--- src/imfc_defines.svh ---
// Purpose: Constants for the idle mode and pixel format command block
// Assumes: Byte-wide command stream from the host interface
// Notes: Codes, field positions and reset values
`ifndef IMFC_DEFINES_SVH
`define IMFC_DEFINES_SVH
`define IMFC_CMD_IDLE_OFF 8'h38
`define IMFC_CMD_IDLE_ON 8'h39
`define IMFC_CMD_PIXFMT 8'h3a
`define IMFC_PIXFMT_RST 8'h66
`define IMFC_VID_MSB 6
`define IMFC_VID_LSB 4
`define IMFC_SYS_MSB 2
`define IMFC_SYS_LSB 0
`define IMFC_FMT_16 3'h5
`define IMFC_FMT_18 3'h6
`endif

--- src/imfc_pkg.sv ---
// Purpose: Types for the idle mode and pixel format command block
// Assumes: Nothing beyond the defines header
// Notes: One-hot decoder states
package imfc_pkg;
	typedef enum logic [1:0] {
		IMFC_ST_CMD = 2'b01,
		IMFC_ST_PARAM = 2'b10
	} imfc_state_t;
endpackage : imfc_pkg

--- src/imfc_pix_if.sv ---
// Purpose: Pixel path signals between decoder and colour reducer
// Assumes: One clock domain
// Notes: Top keeps plain ports
`timescale 1ns/1ps
`default_nettype none
interface imfc_pix_if;
	logic idle;
	logic frame_start;
	logic [17:0] pix_in;
	logic [17:0] pix_out;
	modport ctrl (output idle, output frame_start, output pix_in,
		input pix_out);
	modport red (input idle, input frame_start, input pix_in,
		output pix_out);
endinterface : imfc_pix_if
`default_nettype wire

--- src/imfc_color_reduce.sv ---
// Purpose: Reduces scan pixels to eight colours in idle state
// Assumes: Pixel is R[17:12] G[11:6] B[5:0]
// Notes: Idle level latched at frame start only
`timescale 1ns/1ps
`default_nettype none
module imfc_color_reduce (
	input wire logic clk,
	input wire logic resetn,
	imfc_pix_if.red px
);
	logic idle_frame_q;
	logic idle_frame_d;
	logic [17:0] pix_q;
	logic [17:0] pix_d;

	always_comb begin
		idle_frame_d = idle_frame_q;
		// Mode change lands on a frame boundary, never mid-frame
		if (px.frame_start) begin // [RULE6]
			idle_frame_d = px.idle;
		end
		pix_d = px.pix_in; // [RULE13]
		if (idle_frame_q) begin // [RULE2]
			pix_d = {{6{px.pix_in[17]}}, {6{px.pix_in[11]}},
				{6{px.pix_in[5]}}};
		end
	end

	always_ff @(posedge clk or negedge resetn) begin
		if (!resetn) begin
			idle_frame_q <= 1'b0;
			pix_q <= 18'h0_0000;
		end else begin
			idle_frame_q <= idle_frame_d;
			pix_q <= pix_d;
		end
	end

	assign px.pix_out = pix_q;
endmodule : imfc_color_reduce
`default_nettype wire

--- src/imfc_top.sv ---
// Purpose: Idle mode and pixel format command handling
// Assumes: Host bytes arrive as one-cycle strobes with a command flag
// Notes: Overview below
// Overview of operation
// [RULE1] Command 39h enters idle state; it has no parameter bytes.
// [RULE2] Idle shows eight colours from the MSB of each of R, G, B.
// [RULE3] Idle refresh uses the eight-colour frame rate.
// [RULE4] Only command 38h leaves the idle state.
// [RULE5] Idle-on while already idle changes nothing.
// [RULE6] Colour state changes without visible artefact.
// [RULE7] Command 3Ah takes one byte; bits 6..4 set video port format.
// [RULE8] Bits 2..0 set host port format; bits 7 and 3 ignored.
// [RULE9] Code 101 is 16 bpp, 110 is 18 bpp, other codes reserved.
// [RULE10] Hardware reset sets format to 66h; software reset keeps it.
// [RULE11] Host using the video port selects the serial system port; this block has no port select logic.
// [RULE12] Format change shows nothing until frame memory is written.
// [RULE13] Outside idle: full colour depth and normal frame rate.
// [RULE14] Commands accepted in every state; resets clear idle.
`include "imfc_defines.svh"
`timescale 1ns/1ps
`default_nettype none
module imfc_top (
	input wire logic clk,
	input wire logic resetn,
	input wire logic sw_reset,
	input wire logic byte_valid,
	input wire logic byte_is_cmd,
	input wire logic [7:0] byte_data,
	input wire logic frame_start,
	input wire logic mem_write,
	input wire logic [17:0] scan_pixel,
	output logic idle_mode,
	output logic rate_sel_8color,
	output logic [7:0] pixel_format_config,
	output logic [2:0] vid_fmt,
	output logic [2:0] sys_fmt,
	output logic fmt_reserved,
	output logic [17:0] panel_pixel
);
	imfc_pkg::imfc_state_t state_q;
	imfc_pkg::imfc_state_t state_d;
	logic idle_q;
	logic idle_d;
	logic rate_q;
	logic rate_d;
	logic [7:0] fmt_q;
	logic [7:0] fmt_d;
	logic [2:0] vid_q;
	logic [2:0] vid_d;
	logic [2:0] sys_q;
	logic [2:0] sys_d;
	logic resv_q;
	logic resv_d;
	logic cmd_stb;
	logic par_stb;

	imfc_pix_if px ();

	assign cmd_stb = byte_valid && byte_is_cmd;
	assign par_stb = byte_valid && !byte_is_cmd;

	// Decoder and registers; no sleep gating anywhere
	always_comb begin
		state_d = state_q;
		idle_d = idle_q;
		fmt_d = fmt_q;
		if (sw_reset) begin
			idle_d = 1'b0; // [RULE14]
			state_d = imfc_pkg::IMFC_ST_CMD;
		end else if (cmd_stb) begin // [RULE14]
			state_d = imfc_pkg::IMFC_ST_CMD;
			case (byte_data)
			`IMFC_CMD_IDLE_ON: begin
				idle_d = 1'b1; // [RULE1] [RULE5]
			end
			`IMFC_CMD_IDLE_OFF: begin
				idle_d = 1'b0; // [RULE4]
			end
			`IMFC_CMD_PIXFMT: begin
				state_d = imfc_pkg::IMFC_ST_PARAM; // [RULE7]
			end
			default: begin
				state_d = imfc_pkg::IMFC_ST_CMD;
			end
			endcase
		end else if (par_stb) begin
			case (state_q)
			imfc_pkg::IMFC_ST_PARAM: begin
				// Don't-care bits stored as zero
				fmt_d = {1'b0, byte_data[`IMFC_VID_MSB:`IMFC_VID_LSB],
					1'b0, byte_data[`IMFC_SYS_MSB:`IMFC_SYS_LSB]};
				state_d = imfc_pkg::IMFC_ST_CMD; // [RULE7] [RULE8]
			end
			default: begin
				state_d = imfc_pkg::IMFC_ST_CMD;
			end
			endcase
		end
	end

	// Active format follows the register only on a memory write
	always_comb begin
		vid_d = vid_q;
		sys_d = sys_q;
		if (mem_write) begin // [RULE12]
			vid_d = fmt_q[`IMFC_VID_MSB:`IMFC_VID_LSB];
			sys_d = fmt_q[`IMFC_SYS_MSB:`IMFC_SYS_LSB];
		end
		resv_d = !((fmt_q[6:4] == `IMFC_FMT_16 ||
			fmt_q[6:4] == `IMFC_FMT_18) &&
			(fmt_q[2:0] == `IMFC_FMT_16 ||
			fmt_q[2:0] == `IMFC_FMT_18)); // [RULE9]
		rate_d = rate_q;
		if (frame_start) begin
			rate_d = idle_q; // [RULE3] [RULE13]
		end
	end

	always_ff @(posedge clk or negedge resetn) begin
		if (!resetn) begin
			state_q <= imfc_pkg::IMFC_ST_CMD;
			idle_q <= 1'b0;
			fmt_q <= `IMFC_PIXFMT_RST; // [RULE10]
			vid_q <= `IMFC_FMT_18;
			sys_q <= `IMFC_FMT_18;
			resv_q <= 1'b0;
			rate_q <= 1'b0;
		end else begin
			state_q <= state_d;
			idle_q <= idle_d;
			fmt_q <= fmt_d;
			vid_q <= vid_d;
			sys_q <= sys_d;
			resv_q <= resv_d;
			rate_q <= rate_d;
		end
	end

	assign px.idle = idle_q;
	assign px.frame_start = frame_start;
	assign px.pix_in = scan_pixel;

	imfc_color_reduce u_reduce (
		.clk(clk),
		.resetn(resetn),
		.px(px)
	);

	assign idle_mode = idle_q;
	assign rate_sel_8color = rate_q;
	assign pixel_format_config = fmt_q;
	assign vid_fmt = vid_q;
	assign sys_fmt = sys_q;
	assign fmt_reserved = resv_q;
	assign panel_pixel = px.pix_out;
endmodule : imfc_top
`default_nettype wire

--- config.mk ---
export PLATFORM = sky130hd
export DESIGN_NAME = imfc_top
export DESIGN_NICKNAME = d
export VERILOG_FILES = /design/src/imfc_pkg.sv /design/src/imfc_pix_if.sv /design/src/imfc_color_reduce.sv /design/src/imfc_top.sv
export VERILOG_INCLUDE_DIRS = /design/src
export SDC_FILE = /design/constraint.sdc
export NUM_CORES = 1
export LEC_CHECK = 0
export ABC_CLOCK_PERIOD_IN_PS = 2000
export BUFFER_PORTS_ARGS = -buffer_cell sky130_fd_sc_hd__buf_4
export CAP_MARGIN = 20
export CORE_AREA = 2 2 62 64
export DETAILED_ROUTE_END_ITERATION = 6
export DIE_AREA = 0 0 64 66
export PLACE_DENSITY = 0.65
export SETUP_SLACK_MARGIN = 0.5
export SLEW_MARGIN = 20
export SYNTH_ARGS = -nofsm -noshare
export SYNTH_HDL_FRONTEND = slang
export SYNTH_SLANG_ARGS = --single-unit
--- constraint.sdc ---
create_clock -name clk -period 2 [get_ports clk]
set_input_delay 0.1 -clock clk [delete_from_list [all_inputs] [get_ports clk]]
set_output_delay 0.1 -clock clk [all_outputs]
set_load 0.005 [all_outputs]
Word level (Yosys, flattened, before mapping) --
Index checks and enable logic that the tools add are counted.
Word-level totals: flip-flop bits (word level) 35, bits of input ports 33, output and inout port bits 35, logic and storage cells 38
Operators by class: equality and inequality tests 8, mux-type cells 8, bitwise logic cells 2, reductions and logical operators 12
Operator list (count):
- == test 8 x 6 -> 1 bit (second input constant) | 3
- two-way mux 17 bit | 1
- == test 3 bit (second input constant) | 4
- two-way mux 2 bit | 4
- nonzero test 3 bit | 2
- AND reduction 4 bit | 1
- logical AND 1 bit | 3
- == test 2 bit (second input constant) | 1
- logical NOT 1 bit | 2
- logical OR 1 bit | 2
- two-way mux 1 bit | 2
- inverter 1 bit | 2
- one-hot mux 1 bit (2 select lines) | 1
- AND reduction 2 bit | 1
- nonzero test 2 bit | 1

Longest topological paths before layout --
Gate-level depths: netlist of run 1.
depth after elaboration 5, depth in mapped cells 4, depth with buffers taken out 3

Cells and area by module --
A second synthesis of run 1 with hierarchy kept.
Second synthesis, totals: cell total of the unflattened synthesis 88, area, all modules 1470.2 µm²
By module, submodules not included:
- imfc_top | instances 1, cells an instance 51, area each 749.5 µm², seq. area each 436.7 µm²
- imfc_color_reduce | instances 1, cells an instance 37, area each 720.7 µm², seq. area each 475.5 µm²

Worst setup path before layout of run 1 --
OpenSTA, ideal clock, no wires.
path kind reg-to-reg, start point register state_q[0], end point register fmt_q[0], in the netlist pixel_format_config[0], library setup time 125 ps, data arrival time 1142 ps, path slack 733 ps, cell stages (with the launch flop) 5, period minus slack after synthesis 1267 ps, cell sequence dfstp_2 > nor2_1 > and4b_1 > buf_6 > mux2_4
Between the ends: word-level cells in the longest chain between the ends 2
RTL lines:
- start, declared | line imfc_top.sv:40 | imfc_pkg::imfc_state_t state_q;
- start signal, assigned | line imfc_top.sv:121 | state_q <= imfc_pkg::IMFC_ST_CMD;
- start signal, assigned | line imfc_top.sv:129 | state_q <= state_d;
- == test 2 bit | line imfc_top.sv:87 | case (state_q)
- AND reduction 4 bit (no source line)
- end signal, assigned | line imfc_top.sv:123 | fmt_q <= `IMFC_PIXFMT_RST;
- end signal, assigned | line imfc_top.sv:131 | fmt_q <= fmt_d;
- end, declared | line imfc_top.sv:46 | logic [7:0] fmt_q;
No other way between the ends. A chain may end at the register's enable or synchronous reset.

Worst setup path in the final report of run 1 --
start point input port sw_reset, end point register fmt_q[4], in the netlist pixel_format_config[4]
Between the ends: word-level cells in the longest chain between the ends 2
RTL lines:
- start, declared | line imfc_top.sv:25 | input wire logic sw_reset,
- inverter 1 bit (no source line)
- AND reduction 4 bit (no source line)
No other way between the ends.

==> results of run 1 <==
## logic make-up after synthesis
kind of cell / Yosys count / synth area share (%)
AO/OA/AOI/OAI: 17 / 6.80
XOR/XNOR: 2 / 1.29
buffers and inverters: 22 / 7.16
flip-flops: 35 / 65.1
multiplexers: 14 / 13.1
other: 1 / 0.275
AND/OR/NAND/NOR: 14 / 6.24
## layout make-up
| class | instances | area share (%) |
|---|---|---|
| flip-flops and latches | 35 | 41.1 |
| repair buffers | 88 | 33.3 |
| multi-input cells | 49 | 17.7 |
| inverters | 16 | 2.78 |
| well taps | 48 | 2.78 |
| clock buffers | 5 | 1.74 |
| clock inverters | 3 | 0.695 |
## power by group through the flow
stage	sequential (mW)	clock [mW]	combinational, mW
after global placement	0.745	0	0.119
after floorplan	0.747	0	0.0226
final	0.733	0.363	0.156
after global routing	0.735	0.417	0.171
after detailed placement	0.745	0	0.121
after CTS	0.733	0.382	0.157
## final timing paths
check / to / slack (ns)
worst min-delay path: u_reduce.px.pix_out[14]$_DFF_PN0_ / 0.02
max in group asynchronous: state_q[0]$_DFFE_PN1P_ / 1.43
worst min register to register: fmt_reserved$_DFF_PN0_ / 0.49
worst max-delay path: pixel_format_config[4]$_DFFE_PN0P_ / 0.56
min in group asynchronous: fmt_reserved$_DFF_PN0_ / 0.23
worst max register to register: pixel_format_config[4]$_DFFE_PN0P_ / 0.65
## routing by layer
metal	global-route usage [%]	wire length, um	share of wire [%]	vias to the layer above
li1	-	-	-	520
met5	0	0	0	-
met2	30.9	1700	53	53
met1	16.2	1130	35	506
met3	7.33	304	9.5	9
met4	8.42	78	2.4	0
## flip-flops by register name, summed over array words and instances, names as in the netlist
name,flops
fmt_reserved,1
idle_mode,1
pixel_format_config,6
state_q,2
sys_fmt,3
u_reduce.idle_frame_q,1
u_reduce.px.pix_out,18
vid_fmt,3
## through the flow
stage / utilization, % / hold slack (ns) / instances / setup WS, ns / cell area (um^2)
4_1_cts: 60.8 / 0.00140 / 244 / 0.594 / 2160
3_5_place_dp: 52.9 / 0.0756 / 213 / 0.656 / 1880
3_3_place_gp: 52.9 / 0.0632 / 213 / 0.697 / 1880
6_report: 60.8 / 0.0163 / 244 / 0.557 / 2160
5_1_grt: 60.8 / 0.00601 / 244 / 0.553 / 2160
2_1_floorplan: - / -0.196 / 106 / 0.733 / 1370
## cells in the final DEF, fill, tap and decap left out
cell / instances
sky130_fd_sc_hd__mux2_4: 6
sky130_fd_sc_hd__buf_4: 65
sky130_fd_sc_hd__xor2_1: 2
sky130_fd_sc_hd__mux2_2: 7
sky130_fd_sc_hd__nor4_1: 1
sky130_fd_sc_hd__nor2_1: 2
sky130_fd_sc_hd__nor3_1: 1
sky130_fd_sc_hd__clkbuf_4: 5
sky130_fd_sc_hd__nand2b_1: 2
sky130_fd_sc_hd__nand2_1: 3
sky130_fd_sc_hd__nand4_1: 1
sky130_fd_sc_hd__conb_1: 2
sky130_fd_sc_hd__dfstp_2: 9
sky130_fd_sc_hd__o21ba_1: 1
sky130_fd_sc_hd__nand4b_1: 1
sky130_fd_sc_hd__nand4bb_1: 1
sky130_fd_sc_hd__nor2b_1: 1
sky130_fd_sc_hd__dlygate4sd3_1: 23
sky130_fd_sc_hd__mux2i_1: 1
sky130_fd_sc_hd__o21ai_0: 15
sky130_fd_sc_hd__o21bai_1: 1
sky130_fd_sc_hd__and4b_1: 1
sky130_fd_sc_hd__clkinv_2: 3
sky130_fd_sc_hd__dfrtp_1: 26
sky130_fd_sc_hd__inv_1: 16
## critical path: stages
cell and delay (ns):
sky130_fd_sc_hd__dlygate4sd3_1 0.55, sky130_fd_sc_hd__buf_4 0.15, sky130_fd_sc_hd__nor2_1 0.09, sky130_fd_sc_hd__and4b_1 0.44, sky130_fd_sc_hd__mux2_4 0.34
==> summary.json, run 1 <==
{
  "grt_max_degree": {"value": 36},
  "power.share.sequential": {"value": 58.5, "unit": "%"},
  "clockPowerShare": {"value": 29.0, "unit": "%"},
  "power_switching_share": {"value": 23.4, "unit": "%"},
  "yosys_register_bits": {"value": 35},
  "synthesis.instances": {"value": 105},
  "synthTopCellsByArea": {"value": "sky130_fd_sc_hd__dfrtp_1, sky130_fd_sc_hd__dfstp_2, sky130_fd_sc_hd__mux2_4"},
  "number_of_hold_violations_in_the_final_report": {"value": 0},
  "synth.top_cells.by_count": {"value": "sky130_fd_sc_hd__dfrtp_1, sky130_fd_sc_hd__inv_1, sky130_fd_sc_hd__o21ai_0"},
  "synth_largest_area_cell": {"value": "sky130_fd_sc_hd__dfrtp_1"},
  "cts-hold-fix-buffers": {"value": 23},
  "most_common_cell_in_the_netlist": {"value": "sky130_fd_sc_hd__dfrtp_1"},
  "power.leakage": {"value": 1.11, "unit": "nW"},
  "route.detailed.wl_per_inst": {"value": 13.2, "unit": "um"},
  "crit-reg2reg-launch": {"value": "state_q[0]$_DFFE_PN1P_"},
  "worst_clock_skew_on_the_final_layout": {"value": 0.00601, "unit": "ns"},
  "holdCritStartpoint": {"value": "scan_pixel[14]"},
  "cts_num_sinks": {"value": 35},
  "switchingPower": {"value": 0.293, "unit": "mW"},
  "drt.antenna.violating_nets": {"value": 0},
  "ff_latch_area": {"value": 887, "unit": "um^2"},
  "grt_remaining_overflow": {"value": 0},
  "cts_resized": {"value": 0},
  "dpl.hpwl": {"value": 2220, "unit": "um"},
  "internal_power": {"value": 0.958, "unit": "mW"},
  "grtUsageTotal": {"value": 16.9, "unit": "%"},
  "synthDominantCellAreaShare": {"value": 47.8, "unit": "%"},
  "synth_cell_type_count": {"value": 24},
  "number_of_global_route_vias_before_repair": {"value": 1161},
  "grt_setup_unrepaired": {"value": "no"},
  "synthArstFlopShare": {"value": 100, "unit": "%"},
  "routed_via_density": {"value": 4.46},
  "clock_tree.root_cell": {"value": "sky130_fd_sc_hd__clkbuf_4"},
  "power.combinational.fraction": {"value": 12.5, "unit": "%"},
  "crit_path_start": {"value": "sw_reset"},
  "insertion_delay": {"value": 0.34, "unit": "ns"},
  "io_buffers": {"value": 65},
  "clock_tree.htree_level_count": {"value": 2},
  "grt_first_pass_wirelength": {"value": 5200, "unit": "um"},
  "synth_sequential_area_ratio": {"value": 65.1, "unit": "%"},
  "outcome": {"value": "finished, final reports clean"},
  "rows": {"value": 22},
  "timing.reg2reg.worst_path_depth": {"value": 3},
  "core_area": {"value": 3550, "unit": "um^2"},
  "cts_buffer_depth": {"value": 2},
  "finalMaxSlewViolations": {"value": 0},
  "syn-mean-instance-area": {"value": 13.0, "unit": "um^2"},
  "min_period": {"value": 1.44, "unit": "ns"},
  "yosysWarnings": {"value": 0},
  "path_clk_slew": {"value": 0.11, "unit": "ns"},
  "timing.critical_path.from_type": {"value": "input port"},
  "detailedRoute.firstPassIterationCount": {"value": 4},
  "synthesis.area": {"value": 1360, "unit": "um^2"},
  "hp-class": {"value": "in2reg"},
  "initial_core_util": {"value": 38.4, "unit": "%"},
  "worst_path_arrival": {"value": 1.67, "unit": "ns"},
  "max_freq": {"value": 693, "unit": "MHz"},
  "min_path_cells": {"value": 3},
  "die_w": {"value": 64, "unit": "um"},
  "die_height": {"value": 66, "unit": "um"},
  "drt_iter0_drc": {"value": 23},
  "worst_ir_drop_vdd": {"value": 0.000428, "unit": "V"},
  "area_growth_syn_to_layout": {"value": 58.5, "unit": "%"},
  "antenna_violations_before_repair": {"value": 0},
  "critPathMaxFanout": {"value": 6},
  "totalNegativeSetupSlack": {"value": 0, "unit": "ns"},
  "final_net_count": {"value": 228},
  "tritoncts": {"value": "done"},
  "fillers": {"value": 290},
  "post_cts_repair_setup_buffers": {"value": 0},
  "number_of_max_cap_violations": {"value": 0},
  "detail_route.wirelength": {"value": 3220, "unit": "um"},
  "tritoncts.num_buffers": {"value": 5},
  "post-layout-total-power": {"value": 1.25, "unit": "mW"},
  "drt_drc_violations_left": {"value": 0},
  "final.period_utilization": {"value": 72.1, "unit": "%"},
  "synth_enable_flop_cells": {"value": 0},
  "layout-drive-gt1-share": {"value": 48.5, "unit": "%"},
  "crit_path_required_time": {"value": 2.23, "unit": "ns"},
  "finalSetupViolations": {"value": 0},
  "ios": {"value": 68},
  "synth_ff_type": {"value": "sky130_fd_sc_hd__dfrtp_1"},
  "die-area": {"value": 4220, "unit": "um^2"},
  "num_vias": {"value": 1088},
  "power-per-cell-area": {"value": 580, "unit": "nW/um^2"},
  "path_class": {"value": "in2reg"},
  "setup.worst_path.end_class": {"value": "register"},
  "multiInputGateArea": {"value": 382, "unit": "um^2"},
  "diodes": {"value": 0},
  "final_weighted_congestion_in_routability_driven_placement": {"value": 0.758}
}
Power figures use the tool's default switching activity.
==> run 2, diff against run 1 <==
Settings changed: ABC_AREA set to 1, ABC_CLOCK_PERIOD_IN_PS 2000 to 1300, CORE_AREA 2 2 62 64 to 2 2 63 65, DIE_AREA 0 0 64 66 to 0 0 65 67, PLACE_DENSITY 0.65 to 0.67.
Clock period 2 ns to 1.3 ns, I/O delays scaled along.
==> summary.json, run 2 <==
{
  "outcome": {"value": "finished, final reports clean"},
  "dpl.hpwl": {"value": 2260, "unit": "um", "change": "+1.7%"},
  "largest_register_ffs": {"value": 18, "change": "unchanged"},
  "crit_path_required_time": {"value": 1.48, "unit": "ns", "change": "-0.75 ns"},
  "min_period": {"value": 1.04, "unit": "ns"},
  "post-route-util": {"value": 72.1, "unit": "%", "change": "+11 points"},
  "diodes": {"value": 0, "change": "unchanged"},
  "rows": {"value": 22, "change": "unchanged"},
  "grt_setup_unrepaired": {"value": "yes"},
  "tritoncts": {"value": "done"},
  "power.leakage": {"value": 1.36, "unit": "nW", "change": "+22%"},
  "final_net_count": {"value": 276, "change": "+21%"},
  "cts_buffer_depth": {"value": 2, "change": "unchanged"},
  "timing.critical_path.from_type": {"value": "register"},
  "synth_enable_flop_cells": {"value": 0, "change": "unchanged"},
  "die-area": {"value": 4360, "unit": "um^2", "change": "+3.1%"},
  "worst_clock_skew_on_the_final_layout": {"value": 0.00577, "unit": "ns", "change": "-0.000239 ns"},
  "detailedRoute.firstPassIterationCount": {"value": 4, "change": "unchanged"},
  "crit_path_start": {"value": "state_q[1]$_DFFE_PN0P_"},
  "clock_tree.root_cell": {"value": "sky130_fd_sc_hd__clkbuf_8"},
  "synthTopCellsByArea": {"value": "sky130_fd_sc_hd__dfrtp_1, sky130_fd_sc_hd__dfstp_2, sky130_fd_sc_hd__nand2_1"},
  "post-layout-total-power": {"value": 2.48, "unit": "mW", "change": "+98%"},
  "num_vias": {"value": 1309, "change": "+20%"},
  "synth_largest_area_cell": {"value": "sky130_fd_sc_hd__dfrtp_1"},
  "switchingPower": {"value": 0.543, "unit": "mW", "change": "+85%"},
  "drt.antenna.violating_nets": {"value": 0, "change": "unchanged"},
  "route.detailed.wl_per_inst": {"value": 13.6, "unit": "um", "change": "+3.5%"},
  "ios": {"value": 68, "change": "unchanged"},
  "cts_num_sinks": {"value": 35, "change": "unchanged"},
  "area_growth_syn_to_layout": {"value": 86.4, "unit": "%"},
  "path_class": {"value": "reg2reg"},
  "number_of_max_cap_violations": {"value": 0, "change": "unchanged"},
  "yosys_register_bits": {"value": 35, "change": "unchanged"},
  "syn-mean-instance-area": {"value": 9.75, "unit": "um^2", "change": "-25%"},
  "totalNegativeSetupSlack": {"value": 0, "unit": "ns", "change": "unchanged"},
  "grt_first_pass_wirelength": {"value": 6470, "unit": "um", "change": "+24%"},
  "antenna_violations_before_repair": {"value": 0, "change": "unchanged"},
  "synth_cell_type_count": {"value": 19, "change": "-21%"},
  "cp.buffers_inverters": {"value": 1, "change": "-1"},
  "most_common_cell_in_the_netlist": {"value": "sky130_fd_sc_hd__nand2_1"},
  "io_buffers": {"value": 65, "change": "unchanged"},
  "power.combinational.fraction": {"value": 14.6, "unit": "%", "change": "+2.1 points"},
  "layout_commonest_cell": {"value": "sky130_fd_sc_hd__buf_6"},
  "max_freq": {"value": 964, "unit": "MHz"},
  "synth.top_cells.by_count": {"value": "sky130_fd_sc_hd__nand2_1, sky130_fd_sc_hd__dfrtp_1, sky130_fd_sc_hd__inv_1, sky130_fd_sc_hd__nor2_1, sky130_fd_sc_hd__dfstp_2"},
  "clockPowerShare": {"value": 38.2, "unit": "%", "change": "+9.2 points"},
  "crit-reg2reg-launch": {"value": "state_q[1]$_DFFE_PN0P_"},
  "internal_power": {"value": 1.94, "unit": "mW", "change": "+100%"},
  "final_critical_path_setup_slack": {"value": 0.262, "unit": "ns", "change": "-0.295 ns"},
  "holdCritStartpoint": {"value": "byte_data[5]"},
  "hp-class": {"value": "in2reg"},
  "die_height": {"value": 67, "unit": "um", "change": "+1.5%"},
  "finalMaxSlewViolations": {"value": 0, "change": "unchanged"},
  "routed_via_density": {"value": 4.48, "change": "+0.54%"},
  "grtUsageTotal": {"value": 20.1, "unit": "%", "change": "+3.1 points"},
  "critPathTopFamily": {"value": "simple AND/OR/NAND/NOR gates"},
  "timing.critical_path.slowest_stage_cell": {"value": "sky130_fd_sc_hd__dfrtp_1"},
  "synthesis.instances": {"value": 143, "change": "+36%"},
  "fillers": {"value": 248, "change": "-14%"},
  "layout-drive-gt1-share": {"value": 54.1, "unit": "%", "change": "+5.6 points"},
  "grt_remaining_overflow": {"value": 0, "change": "unchanged"},
  "path_clk_slew": {"value": 0.07, "unit": "ns", "change": "-0.04 ns"},
  "drt_iter0_drc": {"value": 111, "change": "+380%"},
  "synthArstFlopShare": {"value": 100, "unit": "%", "change": "unchanged"},
  "grt_max_degree": {"value": 36, "change": "unchanged"},
  "number_of_global_route_vias_before_repair": {"value": 1393, "change": "+20%"},
  "detail_route.wirelength": {"value": 3980, "unit": "um", "change": "+24%"},
  "power-per-cell-area": {"value": 955, "unit": "nW/um^2", "change": "+65%"},
  "tritoncts.num_buffers": {"value": 5, "change": "unchanged"},
  "initial_core_util": {"value": 38.7, "unit": "%", "change": "+0.28 points"},
  "drt_drc_violations_left": {"value": 0, "change": "unchanged"},
  "dp_worst_setup_slack": {"value": 0.296, "unit": "ns", "change": "-0.361 ns"},
  "clock_tree.htree_level_count": {"value": 2, "change": "unchanged"},
  "final_weighted_congestion_in_routability_driven_placement": {"value": 0.759, "change": "+0.15%"},
  "number_of_hold_violations_in_the_final_report": {"value": 0, "change": "unchanged"},
  "synthesis.area": {"value": 1390, "unit": "um^2", "change": "+2.3%"},
  "final.period_utilization": {"value": 79.8, "unit": "%"},
  "power_switching_share": {"value": 21.9, "unit": "%", "change": "-1.6 points"},
  "synth_ff_type": {"value": "sky130_fd_sc_hd__dfrtp_1"},
  "synth_sequential_area_ratio": {"value": 63.6, "unit": "%", "change": "-1.5 points"},
  "yosysWarnings": {"value": 0, "change": "unchanged"},
  "max_stage_delay": {"value": 0.34, "unit": "ns", "change": "-0.21 ns"},
  "critPathMaxFanout": {"value": 7, "change": "+1"},
  "critical_path.most_common_cell": {"value": "sky130_fd_sc_hd__nand2_1"},
  "synthDominantCellAreaShare": {"value": 46.7, "unit": "%", "change": "-1.1 points"},
  "worst_ir_drop_vdd": {"value": 0.000807, "unit": "V", "change": "+89%"},
  "die_w": {"value": 65, "unit": "um", "change": "+1.6%"},
  "cp_cell_sequence": {"value": "inv_2, nor3_4, nand2_4, nand2_1, nand2_1"},
  "power.share.sequential": {"value": 47.2, "unit": "%", "change": "-11 points"},
  "setup.worst_path.end_class": {"value": "register"},
  "insertion_delay": {"value": 0.28, "unit": "ns", "change": "-0.06 ns"},
  "worst_path_arrival": {"value": 1.21, "unit": "ns", "change": "-0.46 ns"},
  "layout.cells.most_common_list": {"value": "sky130_fd_sc_hd__buf_6, sky130_fd_sc_hd__buf_4, sky130_fd_sc_hd__nand2_1"},
  "core_area": {"value": 3610, "unit": "um^2", "change": "+1.6%"},
  "finalSetupViolations": {"value": 0, "change": "unchanged"}
}
[run 2: layer usage]
metal | vias up | routed length, um | GRT usage (%)
met2 | 48 | 2180 | 35.3
met1 | 609 | 1510 | 22.6
li1 | 637 | - | -
met5 | - | 0 | 0
met4 | 0 | 135 | 9.84
met3 | 15 | 151 | 4.90
[run 2: area by class of cell]
| type | instances | area [um^2] | area share [%] |
|---|---|---|---|
| timing repair buffer | 95 | 910 | 35.0 |
| multi-input combinational | 93 | 566 | 21.8 |
| inverter | 12 | 57.6 | 2.21 |
| sequential | 35 | 888 | 34.2 |
| tap | 48 | 60.1 | 2.31 |
| clock buffer | 7 | 76.3 | 2.94 |
| clock inverter | 1 | 30.0 | 1.16 |
| timing repair inverter | 1 | 11.3 | 0.433 |
[run 2: metrics by stage]
step                hold WS, ns  cells  instance area, um^2
finish                   0.0143    292                 2600
global route            0.00380    292                 2600
CTS                      0.0152    292                 2520
detailed placement       0.0328    253                 1920
global placement         0.0335    253                 1920
floorplan                -0.231    144                 1400
[run 2: cells by family (layout without fill, tap and decap cells)]
family	count (synthesis)	count (layout)	share of synthesized area, %
flip-flops	35	35	63.6
AO/OA/AOI/OAI	4	4	1.71
AND/OR/NAND/NOR	81	81	24.5
multiplexers	6	6	4.85
other	1	2	0.269
buffers and inverters	16	116	5.03
[run 2: power by group through the flow]
| stage | combinational, mW | sequential, mW | clock [mW] |
|---|---|---|---|
| 6_report | 0.363 | 1.17 | 0.947 |
| 4_1_cts | 0.348 | 1.17 | 0.956 |
| 3_5_place_dp | 0.248 | 1.18 | 0 |
| 2_1_floorplan | 0.0690 | 1.18 | 0 |
| 5_1_grt | 0.398 | 1.18 | 1.04 |
| 3_3_place_gp | 0.245 | 1.18 | 0 |
[run 2: final timing paths]
path	to	slack, ns	cells after the start
setup reg to reg	pixel_format_config[4]$_DFFE_PN0P_	0.26	5
setup / recovery	pixel_format_config[4]$_DFFE_PN0P_	0.26	5
max in group asynchronous	state_q[0]$_DFFE_PN1P_	0.70	2
hold / removal	pixel_format_config[5]$_DFFE_PN1P_	0.01	3
min in group asynchronous	vid_fmt[0]$_DFFE_PN0P_	0.26	2
hold reg to reg	state_q[0]$_DFFE_PN1P_	0.50	2
[run 2: worst min-delay path: cells and delay by family]
| kind | cells | cell delay, ns |
|---|---|---|
| AND/OR/NAND/NOR | 2 | 0.12 |
| buffers and inverters | 1 | 0.11 |
[run 2: timing repair]
| item | 4_1_cts | 5_1_grt |
|---|---|---|
| pin swaps | 7 | 9 |
| endpoints found under the hold margin | 45 | 0 |
| hold buffers | 20 | 0 |
| gates cloned | 1 | 0 |
| buffers inserted | 10 | 0 |
| endpoints found under the setup margin | 58 | 62 |
| resized for setup | 65 | 21 |
